## src/design/pfp_pkg.sv

```systemverilog
/*
  Package for the parallel flash programming controller: commands, select codes,
  pin bundles and timing counts at a 40 MHz core clock.
  Assumes the device pins are reached through level shifters outside this block.
*/
// Contract
// - Erase whole array before rewriting bytes; the controller does not enforce this, and the bench rewrites a byte unerased
// - Select levels choose write, lock, erase
// - Read select drives code byte out
// - High voltage, then one strobe pulse
// - Verify by lowering reset to high
// - Erase: strobe low 10 ms
// - Programmer advances counter per byte
// - Power-up: reset, increment low first
// - Power-off: increment, then reset low
package pfp_pkg;
  localparam int unsigned CLK_HZ        = 40_000_000;
  localparam int unsigned US_PER_S      = 1_000_000;
  // Times in microseconds as printed, increment high time in nanoseconds
  localparam int unsigned T_SETUP_US    = 10;
  localparam int unsigned T_WRITE_STROBE_W_US   = 1;
  localparam int unsigned T_ERASE_US    = 10_000;
  localparam int unsigned T_WC_US       = 2_000;
  localparam int unsigned T_INC_HI_NS   = 200;
  localparam int unsigned T_BHIH_US     = 1;
  localparam int unsigned NS_PER_S      = 1_000_000_000;
  // Least times round up
  localparam int unsigned SETUP_CYC  = (T_SETUP_US * (CLK_HZ / US_PER_S));
  localparam int unsigned PROGW_CYC  = (T_WRITE_STROBE_W_US * (CLK_HZ / US_PER_S)) + 4;
  localparam int unsigned ERASE_CYC  = (T_ERASE_US * (CLK_HZ / US_PER_S));
  localparam int unsigned WC_CYC     = (T_WC_US * (CLK_HZ / US_PER_S));
  localparam int unsigned INC_CYC    = (T_INC_HI_NS * (CLK_HZ / 1000) + NS_PER_S / 1000 - 1)
                                       / (NS_PER_S / 1000);
  localparam int unsigned BHIH_CYC   = (T_BHIH_US * (CLK_HZ / US_PER_S));
  localparam int unsigned CNT_W      = 24;
  localparam int unsigned DATA_W     = 8;
  localparam int unsigned FIFO_DEPTH = 8;
  localparam logic [7:0]  BLANK_BYTE = 8'hff;
  localparam int unsigned POLL_BIT   = 7;

  // Select levels: {select_a, select_b, select_c, select_d}
  localparam logic [3:0] SEL_WRITE  = 4'h7;
  localparam logic [3:0] SEL_READ   = 4'h3;
  localparam logic [3:0] SEL_LOCK1  = 4'hf;
  localparam logic [3:0] SEL_LOCK2  = 4'hc;
  localparam logic [3:0] SEL_ERASE  = 4'h8;
  localparam logic [3:0] SEL_SIG    = 4'h0;

  typedef enum logic [2:0] {
    PFP_CMD_WRITE, PFP_CMD_READ, PFP_CMD_LOCK1, PFP_CMD_LOCK2,
    PFP_CMD_ERASE, PFP_CMD_SIG, PFP_CMD_NEXT, PFP_CMD_RESTART
  } pfp_cmd_e;

  typedef struct packed {
    pfp_cmd_e         cmd;
    logic [DATA_W-1:0] data;
  } pfp_req_s;

  // Pins driven toward the device
  typedef struct packed {
    logic       reset_hi;    // reset pin at logic high
    logic       vpp_en;      // raise reset pin to programming voltage
    logic       write_strobe;
    logic       address_increment_pin;
    logic [3:0] sel;
  } pfp_pins_s;
endpackage

```

## src/design/pfp_fifo.sv

```systemverilog
/*
  Small flop-based FIFO with valid/ready on both sides.
  Assumes one clock and a synchronous active-low reset.
*/
`timescale 1ns/1ps
module pfp_fifo
  import pfp_pkg::*;
#(
  parameter int unsigned WIDTH = 8,
  parameter int unsigned DEPTH = 8
) (
  input  wire logic             core_clk,
  input  wire logic             rstn,
  input  wire logic [WIDTH-1:0] in_data,
  input  wire logic             in_valid,
  output logic                  in_ready,
  output logic      [WIDTH-1:0] out_data,
  output logic                  out_valid,
  input  wire logic             out_ready
);
  localparam int unsigned AW = $clog2(DEPTH);
  logic [WIDTH-1:0] mem [DEPTH];
  logic [AW-1:0]    wr_ptr, rd_ptr, next_wr_ptr, next_rd_ptr;
  logic [AW:0]      count, next_count;
  logic             push, pop;

  always_comb begin
    in_ready    = (count != DEPTH[AW:0]);
    out_valid   = (count != '0);
    out_data    = mem[rd_ptr];
    push        = in_valid && in_ready;
    pop         = out_valid && out_ready;
    next_wr_ptr = push ? AW'((wr_ptr == AW'(DEPTH - 1)) ? 0 : wr_ptr + 1'b1) : wr_ptr;
    next_rd_ptr = pop ? AW'((rd_ptr == AW'(DEPTH - 1)) ? 0 : rd_ptr + 1'b1) : rd_ptr;
    next_count  = count;
    if (push && !pop) begin
      next_count = count + 1'b1;
    end else if (pop && !push) begin
      next_count = count - 1'b1;
    end
  end

  always_ff @(posedge core_clk) begin
    if (!rstn) begin
      wr_ptr <= '0;
      rd_ptr <= '0;
      count  <= '0;
    end else begin
      wr_ptr <= next_wr_ptr;
      rd_ptr <= next_rd_ptr;
      count  <= next_count;
    end
    if (push) begin
      mem[wr_ptr] <= in_data;
    end
  end
endmodule

```

## src/design/pfp_host.sv

```systemverilog
/*
  Programmer-side sequencer for a parallel flash programming port. Takes commands
  from a user port through a FIFO and drives reset/VPP, strobe, selects, the
  address increment pin and the data port; samples ready/busy and the data port.
  Assumes external level shifters turn vpp_en into the programming voltage.
*/
`timescale 1ns/1ps
module pfp_host
  import pfp_pkg::*;
(
  input  wire logic              core_clk,
  input  wire logic              rstn,
  input  wire pfp_req_s          req,
  input  wire logic              req_valid,
  output logic                   req_ready,
  output logic      [DATA_W-1:0] rsp_data,
  output logic                   rsp_valid,
  output logic                   rsp_refused,
  output logic                   busy,
  output logic                   power_ok,
  input  wire logic              power_up,
  output pfp_pins_s              pins,
  output logic      [DATA_W-1:0] data_port_o,
  output logic                   data_port_oe,
  input  wire logic [DATA_W-1:0] data_port_i,
  input  wire logic              ready_busy_pin
);
  typedef enum logic [3:0] {
    ST_OFF, ST_PWR_RST, ST_IDLE, ST_SETUP, ST_STROBE, ST_WAIT_BUSY, ST_WAIT_DONE,
    ST_READ, ST_INC_HI, ST_INC_LO, ST_PWR_DOWN
  } pfp_state_e;

  // Three-flop input sampling: change counts when stages two and three agree
  logic [2:0]        rb_sync;
  logic [DATA_W-1:0] dp_s1, dp_s2, dp_s3;
  logic              rb_stable, rb_level, next_rb_level;

  always_ff @(posedge core_clk) begin
    if (!rstn) begin
      rb_sync <= 3'h7;
      dp_s1   <= '0;
      dp_s2   <= '0;
      dp_s3   <= '0;
    end else begin
      rb_sync <= {rb_sync[1:0], ready_busy_pin};
      dp_s1   <= data_port_i;
      dp_s2   <= dp_s1;
      dp_s3   <= dp_s2;
    end
  end

  always_comb begin
    rb_stable     = (rb_sync[1] == rb_sync[2]);
    next_rb_level = rb_stable ? rb_sync[2] : rb_level;
  end

  always_ff @(posedge core_clk) begin
    if (!rstn) begin
      rb_level <= 1'b1;
    end else begin
      rb_level <= next_rb_level;
    end
  end

  // Command FIFO in front of the sequencer
  pfp_req_s fifo_out;
  logic     fifo_valid, fifo_pop, fifo_in_ready;

  pfp_fifo #(.WIDTH($bits(pfp_req_s)), .DEPTH(FIFO_DEPTH)) u_fifo (
    .core_clk  (core_clk),
    .rstn      (rstn),
    .in_data   (req),
    .in_valid  (req_valid && req_ready),
    .in_ready  (fifo_in_ready),
    .out_data  (fifo_out),
    .out_valid (fifo_valid),
    .out_ready (fifo_pop)
  );

  function automatic logic [3:0] sel_of(input pfp_cmd_e c);
    case (c)
      PFP_CMD_WRITE: sel_of = SEL_WRITE;
      PFP_CMD_LOCK1: sel_of = SEL_LOCK1;
      PFP_CMD_LOCK2: sel_of = SEL_LOCK2;
      PFP_CMD_ERASE: sel_of = SEL_ERASE;
      PFP_CMD_SIG:   sel_of = SEL_SIG;
      default:       sel_of = SEL_READ;
    endcase
  endfunction

  function automatic logic is_write_strobe(input pfp_cmd_e c);
    is_write_strobe = (c == PFP_CMD_WRITE) || (c == PFP_CMD_LOCK1) || (c == PFP_CMD_LOCK2) ||
              (c == PFP_CMD_ERASE);
  endfunction

  pfp_state_e        state, next_state;
  pfp_req_s          cur, next_cur;
  logic [CNT_W-1:0]  cnt, next_cnt;
  pfp_pins_s         next_pins;
  logic [DATA_W-1:0] next_dp_o, next_rsp_data;
  logic              next_dp_oe, next_rsp_valid, next_rsp_refused, next_busy;
  logic              next_power_ok, next_req_ready;
  logic              lock1_seen, lock2_seen, next_lock1_seen, next_lock2_seen;

  always_comb begin
    next_state       = state;
    next_cur         = cur;
    next_cnt         = (cnt != '0) ? cnt - 1'b1 : cnt;
    next_pins        = pins;
    next_dp_o        = data_port_o;
    next_dp_oe       = data_port_oe;
    next_rsp_data    = rsp_data;
    next_rsp_valid   = 1'b0;
    next_rsp_refused = 1'b0;
    next_busy        = 1'b1;
    next_power_ok    = power_ok;
    next_lock1_seen  = lock1_seen;
    next_lock2_seen  = lock2_seen;
    fifo_pop         = 1'b0;
    case (state)
      ST_OFF: begin
        // power-up order: reset and increment held low first
        next_pins = '0;
        next_dp_oe = 1'b0;
        if (power_up) begin
          next_state = ST_PWR_RST;
          next_cnt   = CNT_W'(SETUP_CYC);
        end
      end
      ST_PWR_RST: begin
        if (cnt == '0) begin
          // then reset and strobe high; counter clears on this rise
          next_pins.reset_hi     = 1'b1;
          next_pins.write_strobe = 1'b1;
          next_pins.sel          = SEL_READ;
          next_power_ok          = 1'b1;
          next_state             = ST_IDLE;
        end
      end
      ST_IDLE: begin
        next_busy = 1'b0;
        if (!power_up) begin
          // power-off: increment low, then reset low
          next_pins.address_increment_pin = 1'b0;
          next_pins.vpp_en = 1'b0;
          next_dp_oe = 1'b0;
          next_cnt   = CNT_W'(SETUP_CYC);
          next_state = ST_PWR_DOWN;
        end else if (fifo_valid && cnt == '0) begin
          fifo_pop  = 1'b1;
          next_cur  = fifo_out;
          next_busy = 1'b1;
          if (fifo_out.cmd == PFP_CMD_NEXT) begin
            next_pins.address_increment_pin = 1'b1;
            next_cnt   = CNT_W'(INC_CYC);
            next_state = ST_INC_HI;
          end else if (fifo_out.cmd == PFP_CMD_RESTART) begin
            // low-to-high on reset clears the counter
            next_pins.reset_hi = 1'b0;
            next_pins.vpp_en   = 1'b0;
            next_cnt   = CNT_W'(SETUP_CYC);
            next_state = ST_PWR_RST;
          end else if (fifo_out.cmd == PFP_CMD_WRITE && lock1_seen) begin
            // writes refused once lock one is set
            next_rsp_refused = 1'b1;
            next_rsp_valid   = 1'b1;
          end else if (!is_write_strobe(fifo_out.cmd) && fifo_out.cmd != PFP_CMD_SIG &&
                       lock2_seen) begin
            // readback refused once lock two is set
            next_rsp_refused = 1'b1;
            next_rsp_valid   = 1'b1;
          end else begin
            // select levels for the chosen operation
            next_pins.sel = sel_of(fifo_out.cmd);
            next_dp_o     = fifo_out.data;
            next_dp_oe    = (fifo_out.cmd == PFP_CMD_WRITE);
            next_pins.vpp_en = is_write_strobe(fifo_out.cmd);
            next_cnt   = CNT_W'(SETUP_CYC);
            next_state = ST_SETUP;
          end
        end
      end
      ST_SETUP: begin
        if (cnt == '0) begin
          if (is_write_strobe(cur.cmd)) begin
            next_pins.write_strobe = 1'b0;
            // erase strobe held low for 10 ms
            next_cnt   = (cur.cmd == PFP_CMD_ERASE) ? CNT_W'(ERASE_CYC) : CNT_W'(PROGW_CYC);
            next_state = ST_STROBE;
          end else begin
            next_state = ST_READ;
          end
        end
      end
      ST_STROBE: begin
        if (cnt == '0) begin
          next_pins.write_strobe = 1'b1;
          next_cnt = CNT_W'(WC_CYC);
          if (cur.cmd == PFP_CMD_ERASE) begin
            // erase clears locks, array back to blank
            next_lock1_seen = 1'b0;
            next_lock2_seen = 1'b0;
            next_cnt        = CNT_W'(SETUP_CYC);
            next_state      = ST_WAIT_DONE;
          end else begin
            next_state = ST_WAIT_BUSY;
          end
        end
      end
      ST_WAIT_BUSY: begin
        // busy expected low after strobe returns high
        if (!rb_level || cnt == '0) begin
          next_state = ST_WAIT_DONE;
        end
      end
      ST_WAIT_DONE: begin
        // self-timed write, bounded by the 2 ms cycle
        if ((rb_level && cnt <= CNT_W'(WC_CYC - SETUP_CYC)) || cnt == '0) begin
          if (cur.cmd == PFP_CMD_LOCK1) begin
            next_lock1_seen = 1'b1;
          end
          if (cur.cmd == PFP_CMD_LOCK2) begin
            next_lock2_seen = 1'b1;
          end
          // drop back to logic high to verify
          next_pins.vpp_en = 1'b0;
          next_dp_oe = 1'b0;
          next_pins.sel = (cur.cmd == PFP_CMD_WRITE) ? SEL_READ : next_pins.sel;
          next_cnt   = CNT_W'(SETUP_CYC);
          next_state = (cur.cmd == PFP_CMD_WRITE) ? ST_READ : ST_IDLE;
          if (cur.cmd != PFP_CMD_WRITE) begin
            next_rsp_valid = 1'b1;
            next_rsp_data  = BLANK_BYTE;
          end
        end
      end
      ST_READ: begin
        if (cnt == '0 && dp_s2 == dp_s3) begin
          // device drives code or signature byte
          next_rsp_data  = dp_s3;
          next_rsp_valid = 1'b1;
          // inverted poll bit means still writing
          next_rsp_refused = (cur.cmd == PFP_CMD_WRITE) &&
                             (dp_s3[POLL_BIT] != cur.data[POLL_BIT]);
          next_pins.sel = SEL_READ;
          next_state = ST_IDLE;
        end
      end
      ST_INC_HI: begin
        if (cnt == '0) begin
          // falling edge completes one increment pulse
          next_pins.address_increment_pin = 1'b0;
          next_cnt   = CNT_W'(BHIH_CYC);
          next_state = ST_INC_LO;
        end
      end
      ST_INC_LO: begin
        if (cnt == '0) begin
          next_state = ST_IDLE;
        end
      end
      ST_PWR_DOWN: begin
        if (cnt == '0) begin
          next_pins.reset_hi = 1'b0;
          next_power_ok = 1'b0;
          next_state = ST_OFF;
        end
      end
      default: begin
        next_state = ST_OFF;
      end
    endcase
    // Ready drops after each accept, so a registered ready never overruns a full queue
    next_req_ready = fifo_in_ready && !(req_valid && req_ready);
  end

  always_ff @(posedge core_clk) begin
    if (!rstn) begin
      state        <= ST_OFF;
      cur          <= '0;
      cnt          <= '0;
      pins         <= '0;
      data_port_o  <= '0;
      data_port_oe <= 1'b0;
      rsp_data     <= '0;
      rsp_valid    <= 1'b0;
      rsp_refused  <= 1'b0;
      busy         <= 1'b1;
      power_ok     <= 1'b0;
      lock1_seen   <= 1'b0;
      lock2_seen   <= 1'b0;
      req_ready    <= 1'b0;
    end else begin
      state        <= next_state;
      cur          <= next_cur;
      cnt          <= next_cnt;
      pins         <= next_pins;
      data_port_o  <= next_dp_o;
      data_port_oe <= next_dp_oe;
      rsp_data     <= next_rsp_data;
      rsp_valid    <= next_rsp_valid;
      rsp_refused  <= next_rsp_refused;
      busy         <= next_busy;
      power_ok     <= next_power_ok;
      lock1_seen   <= next_lock1_seen;
      lock2_seen   <= next_lock2_seen;
      req_ready    <= next_req_ready;
    end
  end

  erase_len_a: assert property (@(posedge core_clk) disable iff (!rstn)
    (state == ST_SETUP && next_state == ST_STROBE && cur.cmd == PFP_CMD_ERASE) |=>
    (cnt == CNT_W'(ERASE_CYC))) else $error("erase strobe length wrong");
  strobe_vpp_a: assert property (@(posedge core_clk) disable iff (!rstn)
    $fell(pins.write_strobe) |-> pins.vpp_en && pins.reset_hi)
    else $error("strobe without programming voltage");
  inc_low_off_a: assert property (@(posedge core_clk) disable iff (!rstn)
    $fell(pins.reset_hi) && state == ST_OFF |-> !pins.address_increment_pin)
    else $error("reset dropped with increment high");
  pwr_up_a: assert property (@(posedge core_clk) disable iff (!rstn)
    $rose(pins.reset_hi) |-> pins.write_strobe && !pins.vpp_en)
    else $error("reset raised without strobe high");
  inc_pulse_a: assert property (@(posedge core_clk) disable iff (!rstn)
    $rose(pins.address_increment_pin) |=> pins.address_increment_pin [*8])
    else $error("increment pulse too short");
  lock_write_a: assert property (@(posedge core_clk) disable iff (!rstn)
    lock1_seen && state == ST_IDLE |-> !(next_pins.sel == SEL_WRITE && next_state == ST_SETUP))
    else $error("write issued after lock one");
  read_no_vpp_a: assert property (@(posedge core_clk) disable iff (!rstn)
    state == ST_READ |-> !pins.vpp_en && pins.write_strobe)
    else $error("read with programming voltage");
  oe_write_a: assert property (@(posedge core_clk) disable iff (!rstn)
    data_port_oe |-> pins.sel == SEL_WRITE)
    else $error("data port driven outside write");
endmodule

```

## config.mk

```make
export PLATFORM = sky130hd
export DESIGN_NAME = pfp_host
export DESIGN_NICKNAME = d
export VERILOG_FILES = /design/src/design/pfp_pkg.sv /design/src/design/pfp_fifo.sv /design/src/design/pfp_host.sv
export SDC_FILE = /design/constraint.sdc
export NUM_CORES = 1
export LEC_CHECK = 0
export ABC_AREA = 1
export BUFFER_PORTS_ARGS = -buffer_cell sky130_fd_sc_hd__buf_4
export CAP_MARGIN = 20
export CORE_ASPECT_RATIO = 1.2
export CORE_MARGIN = 1
export CORE_UTILIZATION = 35
export DETAILED_ROUTE_END_ITERATION = 10
export PLACE_DENSITY = 0.62
export SLEW_MARGIN = 20
export SYNTH_ARGS = -nofsm -noshare
export SYNTH_HDL_FRONTEND = slang
export SYNTH_SLANG_ARGS = --single-unit
```

## constraint.sdc

```tcl
create_clock -name core_clk -period 6.2 [get_ports core_clk]
set_input_delay 0.62 -clock core_clk [delete_from_list [all_inputs] [get_ports core_clk]]
set_output_delay 0.62 -clock core_clk [all_outputs]
set_load 0.05 [all_outputs]
```

==> metrics.cfg, run 1 <==
[synth]
synthCells=1112
yosysSeqAreaShare_pct=50.76
synth_area_per_cell_um2=8.370
synth_seq_cells=192
async_flop_share_pct=0
ys.flop_type=dfxtp_1
ys.warnings.count=0
syn_area_um2=9308
synth.distinct_cells=55
synth-edff-count=88
syn-num-nets=1146

[sta]
hold_violations=0
setup_ws_ns=2.730
finClkSkew_ns=0.01604
slew_violations=0
finalSetupViolations=0
rsz0062_at_grt=false
min_period_over_period_pct=55.96
fmax_ghz=0.2882
post-route-min-period_ns=3.470
tns_ns=0
tightest_slew_ns=0.9396
slew_headroom_pct=37.29

[clock_network]
cts_buffers=17
cts_resized=0
cts_setup_buffers=0
clkSinkCount=192
h-tree-depth=4
clock-root-buffer=clkbuf_16
insertion_delay_ns=0.43
cts_tree=built
clk_transition_reported_paths_ns=0.08
clockBufferDepth=2
cts.hold.buffers_added=0

[floorplanning]
die_h_um=180.6
core_area_um2=26190
fp-row-count=65
die-area_um2=27250
die_w_um=150.9
initial_core_util_pct=35.54
ios=54

[pwr]
finalPower_mw=4.590
p_per_area_nw_per_um2=430.7
leakagePower_nw=4.791
vdd_drop_max_mv=0.1873

[routing]
avgRoutedWirePerCell_um=15.30
num_vias=7426
drtIter0Drc=447
via_per_inst=4.908
drc=0
dr.pass1.iters=5
ant_nets=0
totalWireLength_um=23150

[global_route]
grt_max_degree=76
busiest_layer=met2
gr-usage-all-layers_pct=17.71
grt_util_met3_pct=2.430
use_met2_pct=30.99
first_global_vias=7096
grt_first_pass_wirelength_um=37040
gr-usage-met1_pct=21.66
grt-ovfl-total=0
antenna_found_initial=0

[cells_and_area]
drive_above_1_share_pct=15.70
fin_area_um2=10660
num_antenna_cells=0
layout_commonest_cell=nand2_1
instances_no_fill=1513
final_cell_mix=254 x nand2_1, 135 x nor2_1, 113 x inv_1, 104 x dfxtp_1, 88 x edfxtp_1
synthToLayoutAreaGrowth_pct=14.52
nets=1199

[place]
placed_area_um2=10050
dp_hpwl_um=16410
io_buffers=53
pre_cts_ws_ns=2.797
dp.cells=1481
place.gp.congestion=0.9386

[critical_path]
path_class=reg -> reg
cp-end-kind=flop
critPathSlowestCell=dfxtp_1
critPathLaunchType=flop
r2r_end=u_fifo.count[3]
reg2reg_slack_ns=2.73
ff2ff_path_depth=17
crit_family=simple AND/OR/NAND/NOR gates
crit_buf_inv=4
path_cells=nand2_1 > nor2_2 > inv_2 > nor2_8 > inv_2 > nor2_4 > inv_1 > ha_1 > inv_1 > ha_1 > and3_1 > a211oi_1 > nor2_1 > nor2_1 > nand2_1 > o21ai_0 > a21oi_1
worstPathArrival_ns=3.79
r2r_start=state[1]
crit_fanout=12
cpPeakStageDelay_ns=0.45
crit_required_ns=6.52

[worst_hold_path]
hp-start=data_port_i[3]
min-delay-path-class=in -> reg
min_to=dp_s1[3]
min_path_cells=3

[flow_run]
cap_viol_max_count=0

[run_status]
outcome=finished clean

-- cells by family after synthesis --
| group | Yosys count | share of synthesized area (%) |
|---|---|---|
| xor gates and xnor gates | 22 | 2.070 |
| and+or+nand+nor | 556 | 27.96 |
| AOI/OAI and AO/OA | 170 | 10.69 |
| adders and majority gates | 10 | 1.425 |
| buffers and inverters | 162 | 7.098 |
| DFF | 192 | 50.76 |
-- stage by stage --
stage               hold slack [ns]  utilization [%]
floorplan                    0.3905                -
global placement             0.3937            38.38
detailed placement           0.3967            38.38
CTS                          0.3530            40.70
global route                 0.3597            40.70
finish                       0.3682            40.70
-- cell type report --
type,count,area [µm²]
Fill cell,2631,15530
Sequential cell,192,4725
Multi-Input combinational cell,758,3923
Inverter,132,503.0
Timing Repair Buffer,64,480.5
Clock buffer,17,425.4
Tap cell,335,419.2
Clock inverter,15,183.9
-- report_power, final --
group / switching [mW] / internal (mW)
Sequential: 0.108 / 1.44
Clock: 0.542 / 0.580
Combinational: 1.30 / 0.623
Total: 1.95 / 2.64
-- flip-flops by register name, indices dropped and copies added, names as in the netlist, 3 cells and up, named ones only --
| register | cells |
|---|---|
| cnt | 24 |
| u_fifo.mem | 88 |
| rsp_data | 8 |
| u_fifo.count | 4 |
| state | 4 |
| dp_s3 | 8 |
| dp_s2 | 8 |
| cur | 4 |
| u_fifo.rd_ptr | 3 |
| rb_sync | 3 |
| u_fifo.wr_ptr | 3 |
| pins | 7 |
| data_port_o | 8 |
| dp_s1 | 8 |
-- cells in the mapped netlist, types with 6 or more instances --
cell	instances	area share [%]
ha_1	9	1.2
nor3_1	14	0.75
inv_1	113	4.6
nand2_4	8	0.97
nor2_2	11	0.74
buf_2	6	0.32
dfxtp_1	104	22
inv_2	17	0.69
a21oi_1	78	4.2
nand2_2	13	0.87
clkbuf_1	15	0.60
o21ai_0	36	1.9
nor2_4	11	1.3
edfxtp_1	88	28
nor2_1	135	5.4
a221oi_1	14	1.3
nand2_1	254	10
xor2_1	12	1.1
nand3_2	6	0.65
nand3_1	65	3.5
o21ai_1	18	0.97
nand4_1	13	0.87
xnor2_1	10	0.94
or2_2	8	0.54
-- worst max path at each step --
stage,from,to,depth (start not counted)
2_1_floorplan,cnt[0],u_fifo.count[3],19
3_3_place_gp,state[1],u_fifo.count[3],17
3_5_place_dp,state[1],u_fifo.count[3],17
4_1_cts,state[1],u_fifo.count[3],17
5_1_grt,state[1],u_fifo.count[3],17
6_report,state[1],u_fifo.count[3],17
-- tightest hold or removal path: stages --
cell     delay (ns)
buf_4          0.07
nand2_1        0.04
inv_1          0.04
-- per-layer routing --
| metal | vias up | wire [µm] | part of all wire, % |
|---|---|---|---|
| met3 | 42 | 940 | 4.1 |
| li1 | 3770 | - | - |
| met4 | 0 | 613 | 2.6 |
| met2 | 188 | 11870 | 51 |
| met5 | - | 0 | 0 |
| met1 | 3426 | 9722 | 42 |
No activity file was read; power rests on OpenSTA's default activity.
==> run 2: changes to the inputs <==
ABC_AREA = 0   (was 1)
clock period = 3.51 ns   (was 6.2 ns; I/O delays follow)
==> run 2 against run 1 <==
Compared with the run above:
- clock skew increased by 0.0020 ns
- power increased by 55%
- maximum frequency increased by 5.3%
- clock power increased by 90%
- cell count decreased by 23%
- critical endpoint unchanged
- highest routed layer unchanged
==> metrics.cfg, run 2 <==
[run_status]
outcome=finished clean

[synth]
synthTopCellsByCount=104 x dfxtp_1, 88 x edfxtp_1, 80 x nor2_1
async_flop_share_pct=0
synth_seq_cells=192
yosysSeqAreaShare_pct=54.69
yosysTopAreaCell=edfxtp_1
synth_top_area_share_pct=30.59
synthCells=764
synth_area_per_cell_um2=11.31
ys.flop_type=dfxtp_1
synth.distinct_cells=87
synth-edff-count=88
ys.warnings.count=0
synth_most_common_cell=dfxtp_1
netlist_top_cells_area=edfxtp_1 31%, dfxtp_1 24%, mux4_2 4.4%
syn_area_um2=8638
syn-num-nets=798

[sta]
hold_violations=0
finClkSkew_ns=0.01800
slew_violations=0
tightest_slew_ns=0.6994
setup_ws_ns=0.2137
finalSetupViolations=0
slew_headroom_pct=53.16
post-route-min-period_ns=3.296
fmax_ghz=0.3034
min_period_over_period_pct=93.91
rsz0062_at_grt=false
tns_ns=0

[global_route]
grt_max_degree=52
first_global_vias=5987
gr-usage-met1_pct=19.03
antenna_found_initial=0
gr-usage-all-layers_pct=16.28
grt_first_pass_wirelength_um=32060
grt_util_met3_pct=3.675
grt-ovfl-total=0
busiest_layer=met2
use_met2_pct=29.15

[critical_path]
cpPeakStageDelay_ns=0.59
cp-end-kind=flop
ff2ff_path_depth=13
r2r_start=cnt[11]
critPathSlowestCell=or4_4
crit_required_ns=3.89
path_class=reg -> reg
worstPathArrival_ns=3.67
path_cells=or4_4 > nor4_4 > and4b_1 > and2_1 > inv_4 > ha_1 > inv_1 > ha_1 > a21o_1 > a21oi_1 > xnor2_1 > or3_1 > a21oi_1
r2r_end=u_fifo.count[3]
critPathLaunchType=flop
reg2reg_slack_ns=0.21
crit_family=simple AND/OR/NAND/NOR gates
crit_buf_inv=2
crit_fanout=7

[cells_and_area]
final_cell_mix=104 x dfxtp_1, 88 x buf_4, 88 x edfxtp_1, 80 x nor2_1, 49 x nand2_1
drive_above_1_share_pct=20.24
synthToLayoutAreaGrowth_pct=17.73
largest_reg_flops=88
top_register=u_fifo.mem
nets=861
final_core_util_pct=42.29
reg_top3=u_fifo.mem x88, cnt x24
num_antenna_cells=0
layout_commonest_cell=dfxtp_1

[floorplanning]
die_h_um=174.1
die-area_um2=25320
die_w_um=145.4
core_area_um2=24050
fp-row-count=62
initial_core_util_pct=35.92
ios=54

[routing]
totalWireLength_um=20020
num_vias=6155
avgRoutedWirePerCell_um=17.26
dr.pass1.iters=5
via_per_inst=5.306
drtIter0Drc=403
ant_nets=0
drc=0

[clock_network]
h-tree-depth=4
clockBufferDepth=2
clkSinkCount=192
cts_buffers=17
clk_transition_reported_paths_ns=0.09
cts_setup_buffers=0
cts_tree=built
insertion_delay_ns=0.45
clock-root-buffer=clkbuf_16

[worst_hold_path]
min_path_cells=2
hp-start=ready_busy_pin
min_to=rb_sync[0]
min-delay-path-class=in -> reg

[pwr]
vdd_drop_max_mv=0.4033
p_per_area_nw_per_um2=700.5
leakagePower_nw=3.640

[place]
io_buffers=53
place.gp.congestion=0.8762
pre_cts_ws_ns=0.2280
dp_hpwl_um=13730

[flow_run]
cap_viol_max_count=0

run 2: cell count changes in the layout (fill, tap and decap cells not counted), moves of 20 or more:
cell and delta:
nand3_1 -55, nor2_1 -55, inv_1 -102, a211oi_1 +20
a21oi_1 -40, nand2_1 -205, buf_4 +24, and2_1 +28
run 2: per-layer routing:
layer	vias to the layer above	routed length (µm)
met1	2997	8362
met5	-	0
met4	0	369
met3	29	993
met2	154	10300
li1	2975	-
run 2: area by class of cell:
class | count | area (µm²)
Clock buffer | 17 | 425.4
Clock inverter | 15 | 237.7
Fill cell | 2294 | 13880
Inverter | 14 | 57.56
Multi-Input combinational cell | 514 | 3664
Sequential cell | 192 | 4725
Tap cell | 320 | 400.4
Timing Repair Buffer | 88 | 660.6
run 2: power breakdown:
| group | total [mW] | switching, mW | internal (mW) |
|---|---|---|---|
| registers | 2.64 | 0.152 | 2.49 |
| logic | 2.36 | 1.43 | 0.928 |
| clock network | 2.13 | 1.10 | 1.03 |
| total | 7.12 | 2.68 | 4.45 |
run 2: worst max path at each step:
stage,endpoint,cells past startpoint,start
6_report,u_fifo.count[3],13,cnt[11]
3_5_place_dp,u_fifo.count[3],15,cnt[0]
2_1_floorplan,u_fifo.count[3],17,cnt[0]
4_1_cts,u_fifo.count[3],15,cnt[0]
5_1_grt,u_fifo.count[3],15,cnt[0]
3_3_place_gp,u_fifo.count[3],15,cnt[0]
run 2: cell families (layout without fill, tap and decap cells):
logic type      after synthesis  count (layout)  synth area share [%]
xor+xnor                     30              30                 3.042
fa+ha+maj                    10              10                 1.535
buf+inv                      58             134                 3.172
mux                          41              41                 8.299
compound gates              161             161                 12.50
simple gates                272             272                 16.76
flops                       192             192                 54.69
run 2: worst reg2reg max path: stages (launching register included):
cell and delay [ns]:
dfxtp_1 0.36, or4_4 0.59, nor4_4 0.25, and4b_1 0.28, and2_1 0.22, inv_4 0.08, ha_1 0.22, inv_1 0.11
ha_1 0.24, a21o_1 0.17, a21oi_1 0.17, xnor2_1 0.09, or3_1 0.30, a21oi_1 0.14
run 2: timing repair:
| action | 4_1_cts | 5_1_grt |
|---|---|---|
| endpoints found under the setup margin | 0 | 1 |
| hold buffers | 0 | 0 |
| resized for setup | 0 | 1 |
run 2: metrics by stage:
stage / power, mW / cell area [µm²] / instances / hold slack (ns)
finish: 7.124 / 10170 / 1160 / 0.09223
global placement: 5.000 / 9504 / 1128 / 0.3930
CTS: 7.133 / 10170 / 1160 / 0.06395
floorplan: 4.351 / 8638 / 764 / 0.3863
global route: 7.511 / 10170 / 1160 / 0.09282
detailed placement: 5.000 / 9504 / 1128 / 0.4003
==> run 3: changes to the inputs <==
==> constraint.sdc (replaced) <==
create_clock -name core_clk -period 3.51 [get_ports core_clk]
set_input_delay 0.702 -clock core_clk [delete_from_list [all_inputs] [get_ports core_clk]]
set_output_delay 0.702 -clock core_clk [all_outputs]
set_load 0.05 [all_outputs]
==> run 3 against run 2 <==
Compared with the run above:
- clock-buffer cell count unchanged
- first-iteration DRC count down 16%
- global-route usage up 0.17 points
- combinational power about the same
- via count down 0.45%
- hold slack better by 0.33 ns
- clock skew down 0.0059 ns
- critical endpoint unchanged
==> metrics.cfg, run 3 (synthesis results as in run 2) <==
[clock_network]
clk_transition_reported_paths_ns=0.09
clkSinkCount=192
cts_buffers=17
insertion_delay_ns=0.44
cts.hold.buffers_added=0
h-tree-depth=4
clockBufferDepth=2
clock-root-buffer=clkbuf_16
cts_tree=built
cts_setup_buffers=0

[cells_and_area]
fillers=2317
largest_reg_flops=88
final_core_util_pct=42.24
reg_top3=u_fifo.mem x88, cnt x24
final_cell_mix=104 x dfxtp_1, 88 x buf_4, 88 x edfxtp_1, 80 x nor2_1, 49 x nand2_1
nets=861
layout_commonest_cell=dfxtp_1
top_register=u_fifo.mem
drive_above_1_share_pct=20.71
instances_no_fill=1160
synthToLayoutAreaGrowth_pct=17.60
num_antenna_cells=0

[critical_path]
critPathLaunchType=flop
r2r_start=cnt[11]
cp-end-kind=flop
cpPeakStageDelay_ns=0.59
crit_fanout=7
path_cells=or4_4 > nor4_4 > and4b_2 > and2_4 > inv_4 > ha_1 > inv_2 > ha_1 > a21o_1 > a21oi_1 > xnor2_1 > or3_1 > a21oi_1
worstPathArrival_ns=3.58
r2r_end=u_fifo.count[3]
cp-startpoint=cnt[11]
crit_required_ns=3.88
cp-endpoint=u_fifo.count[3]
reg2reg_slack_ns=0.30
path_class=reg -> reg
ff2ff_path_depth=13
critPathSlowestCell=or4_4

[global_route]
grt_first_pass_wirelength_um=32240
antenna_found_initial=0
grt_max_degree=51
gr-usage-all-layers_pct=16.45
grt-ovfl-total=0
first_global_vias=6066

[sta]
min_period_over_period_pct=91.48
rsz0062_at_grt=false
finClkSkew_ns=0.01213
tns_ns=0
hold_violations=0
setup_ws_ns=0.2989
finalSetupViolations=0
tightest_slew_ns=0.8055
fmax_ghz=0.3114
slew_headroom_pct=44.76
post-route-min-period_ns=3.211
slew_violations=0
whs_ns=0.4193

[place]
dp.cells=1128
pre_cts_ws_ns=0.2623
dp_hpwl_um=14000
place.gp.congestion=0.8495
io_buffers=53

[routing]
num_vias=6127
dr.pass1.iters=5
ant_nets=0
totalWireLength_um=20160
drc=0
drtIter0Drc=340
avgRoutedWirePerCell_um=17.38
via_per_inst=5.282

[pwr]
p_per_area_nw_per_um2=697.9
leakagePower_nw=3.635
vdd_drop_max_mv=0.3543

[floorplanning]
fp-row-count=62
ios=54
die_h_um=174.1
core_area_um2=24050
initial_core_util_pct=35.92
die-area_um2=25320
die_w_um=145.4

[run_status]
outcome=finished clean

[worst_hold_path]
min-delay-path-class=reg -> reg

[flow_run]
cap_viol_max_count=0

-- run 3: changes by cell type in the layout (fill, tap and decap cells not counted), sizes merged --
cell    change
clkinv      -1
inv         +1
-- run 3: worst max-delay path, delay by kind of cell, from the launching register on --
kind | cells | cell delay [ns]
xor gates and xnor gates | 1 | 0.09
adders and majority gates | 2 | 0.45
AOI/OAI and AO/OA | 3 | 0.48
and+or+nand+nor | 5 | 1.61
buffers and inverters | 2 | 0.14
DFF | 1 | 0.35
-- run 3: worst min path at each step --
stage,start,end,slack (ns),cells after the start
2_1_floorplan,rb_sync[0],rb_sync[1],0.39,1
3_3_place_gp,rb_sync[0],rb_sync[1],0.40,1
3_5_place_dp,rb_sync[0],rb_sync[1],0.41,1
4_1_cts,rb_sync[0],rb_sync[1],0.42,1
5_1_grt,rb_sync[0],rb_sync[1],0.43,1
6_report,rb_sync[0],rb_sync[1],0.42,1
-- run 3: final cells by class --
cell class                 instances  area (µm²)  share of cell area [%]
multi-input combinational        514        3670                   36.13
clock buffer                      17       425.4                   4.188
tap                              320       400.4                   3.941
sequential                       192        4725                   46.51
timing repair buffer              88       660.6                   6.503
clock inverter                    15       220.2                   2.168
inverter                          14       57.56                  0.5666
-- run 3: power breakdown --
group	total [mW]	switching [mW]	internal, mW
Combinational	2.36	1.42	0.943
Clock	2.08	1.06	1.02
Sequential	2.65	0.162	2.49
-- run 3: layer usage --
layer / up-vias / global-route usage, % / part of all wire, %
li1: 2973 / - / -
met1: 2962 / 18.64 / 40
met2: 150 / 29.91 / 53
met3: 42 / 2.808 / 4.0
met4: 0 / 7.807 / 2.7
met5: - / 0 / 0
-- run 3: per-stage QoR --
stage	total power, mW	cell area [µm²]
2_1_floorplan	4.351	8638
3_3_place_gp	5.009	9504
3_5_place_dp	5.016	9504
4_1_cts	7.114	10150
5_1_grt	7.483	10160
6_report	7.089	10160
-- run 3: timing repair --
item | CTS | global route
endpoints found under the hold margin | 0 | 0
endpoints found under the setup margin | 0 | 1
gates resized for setup | 0 | 5
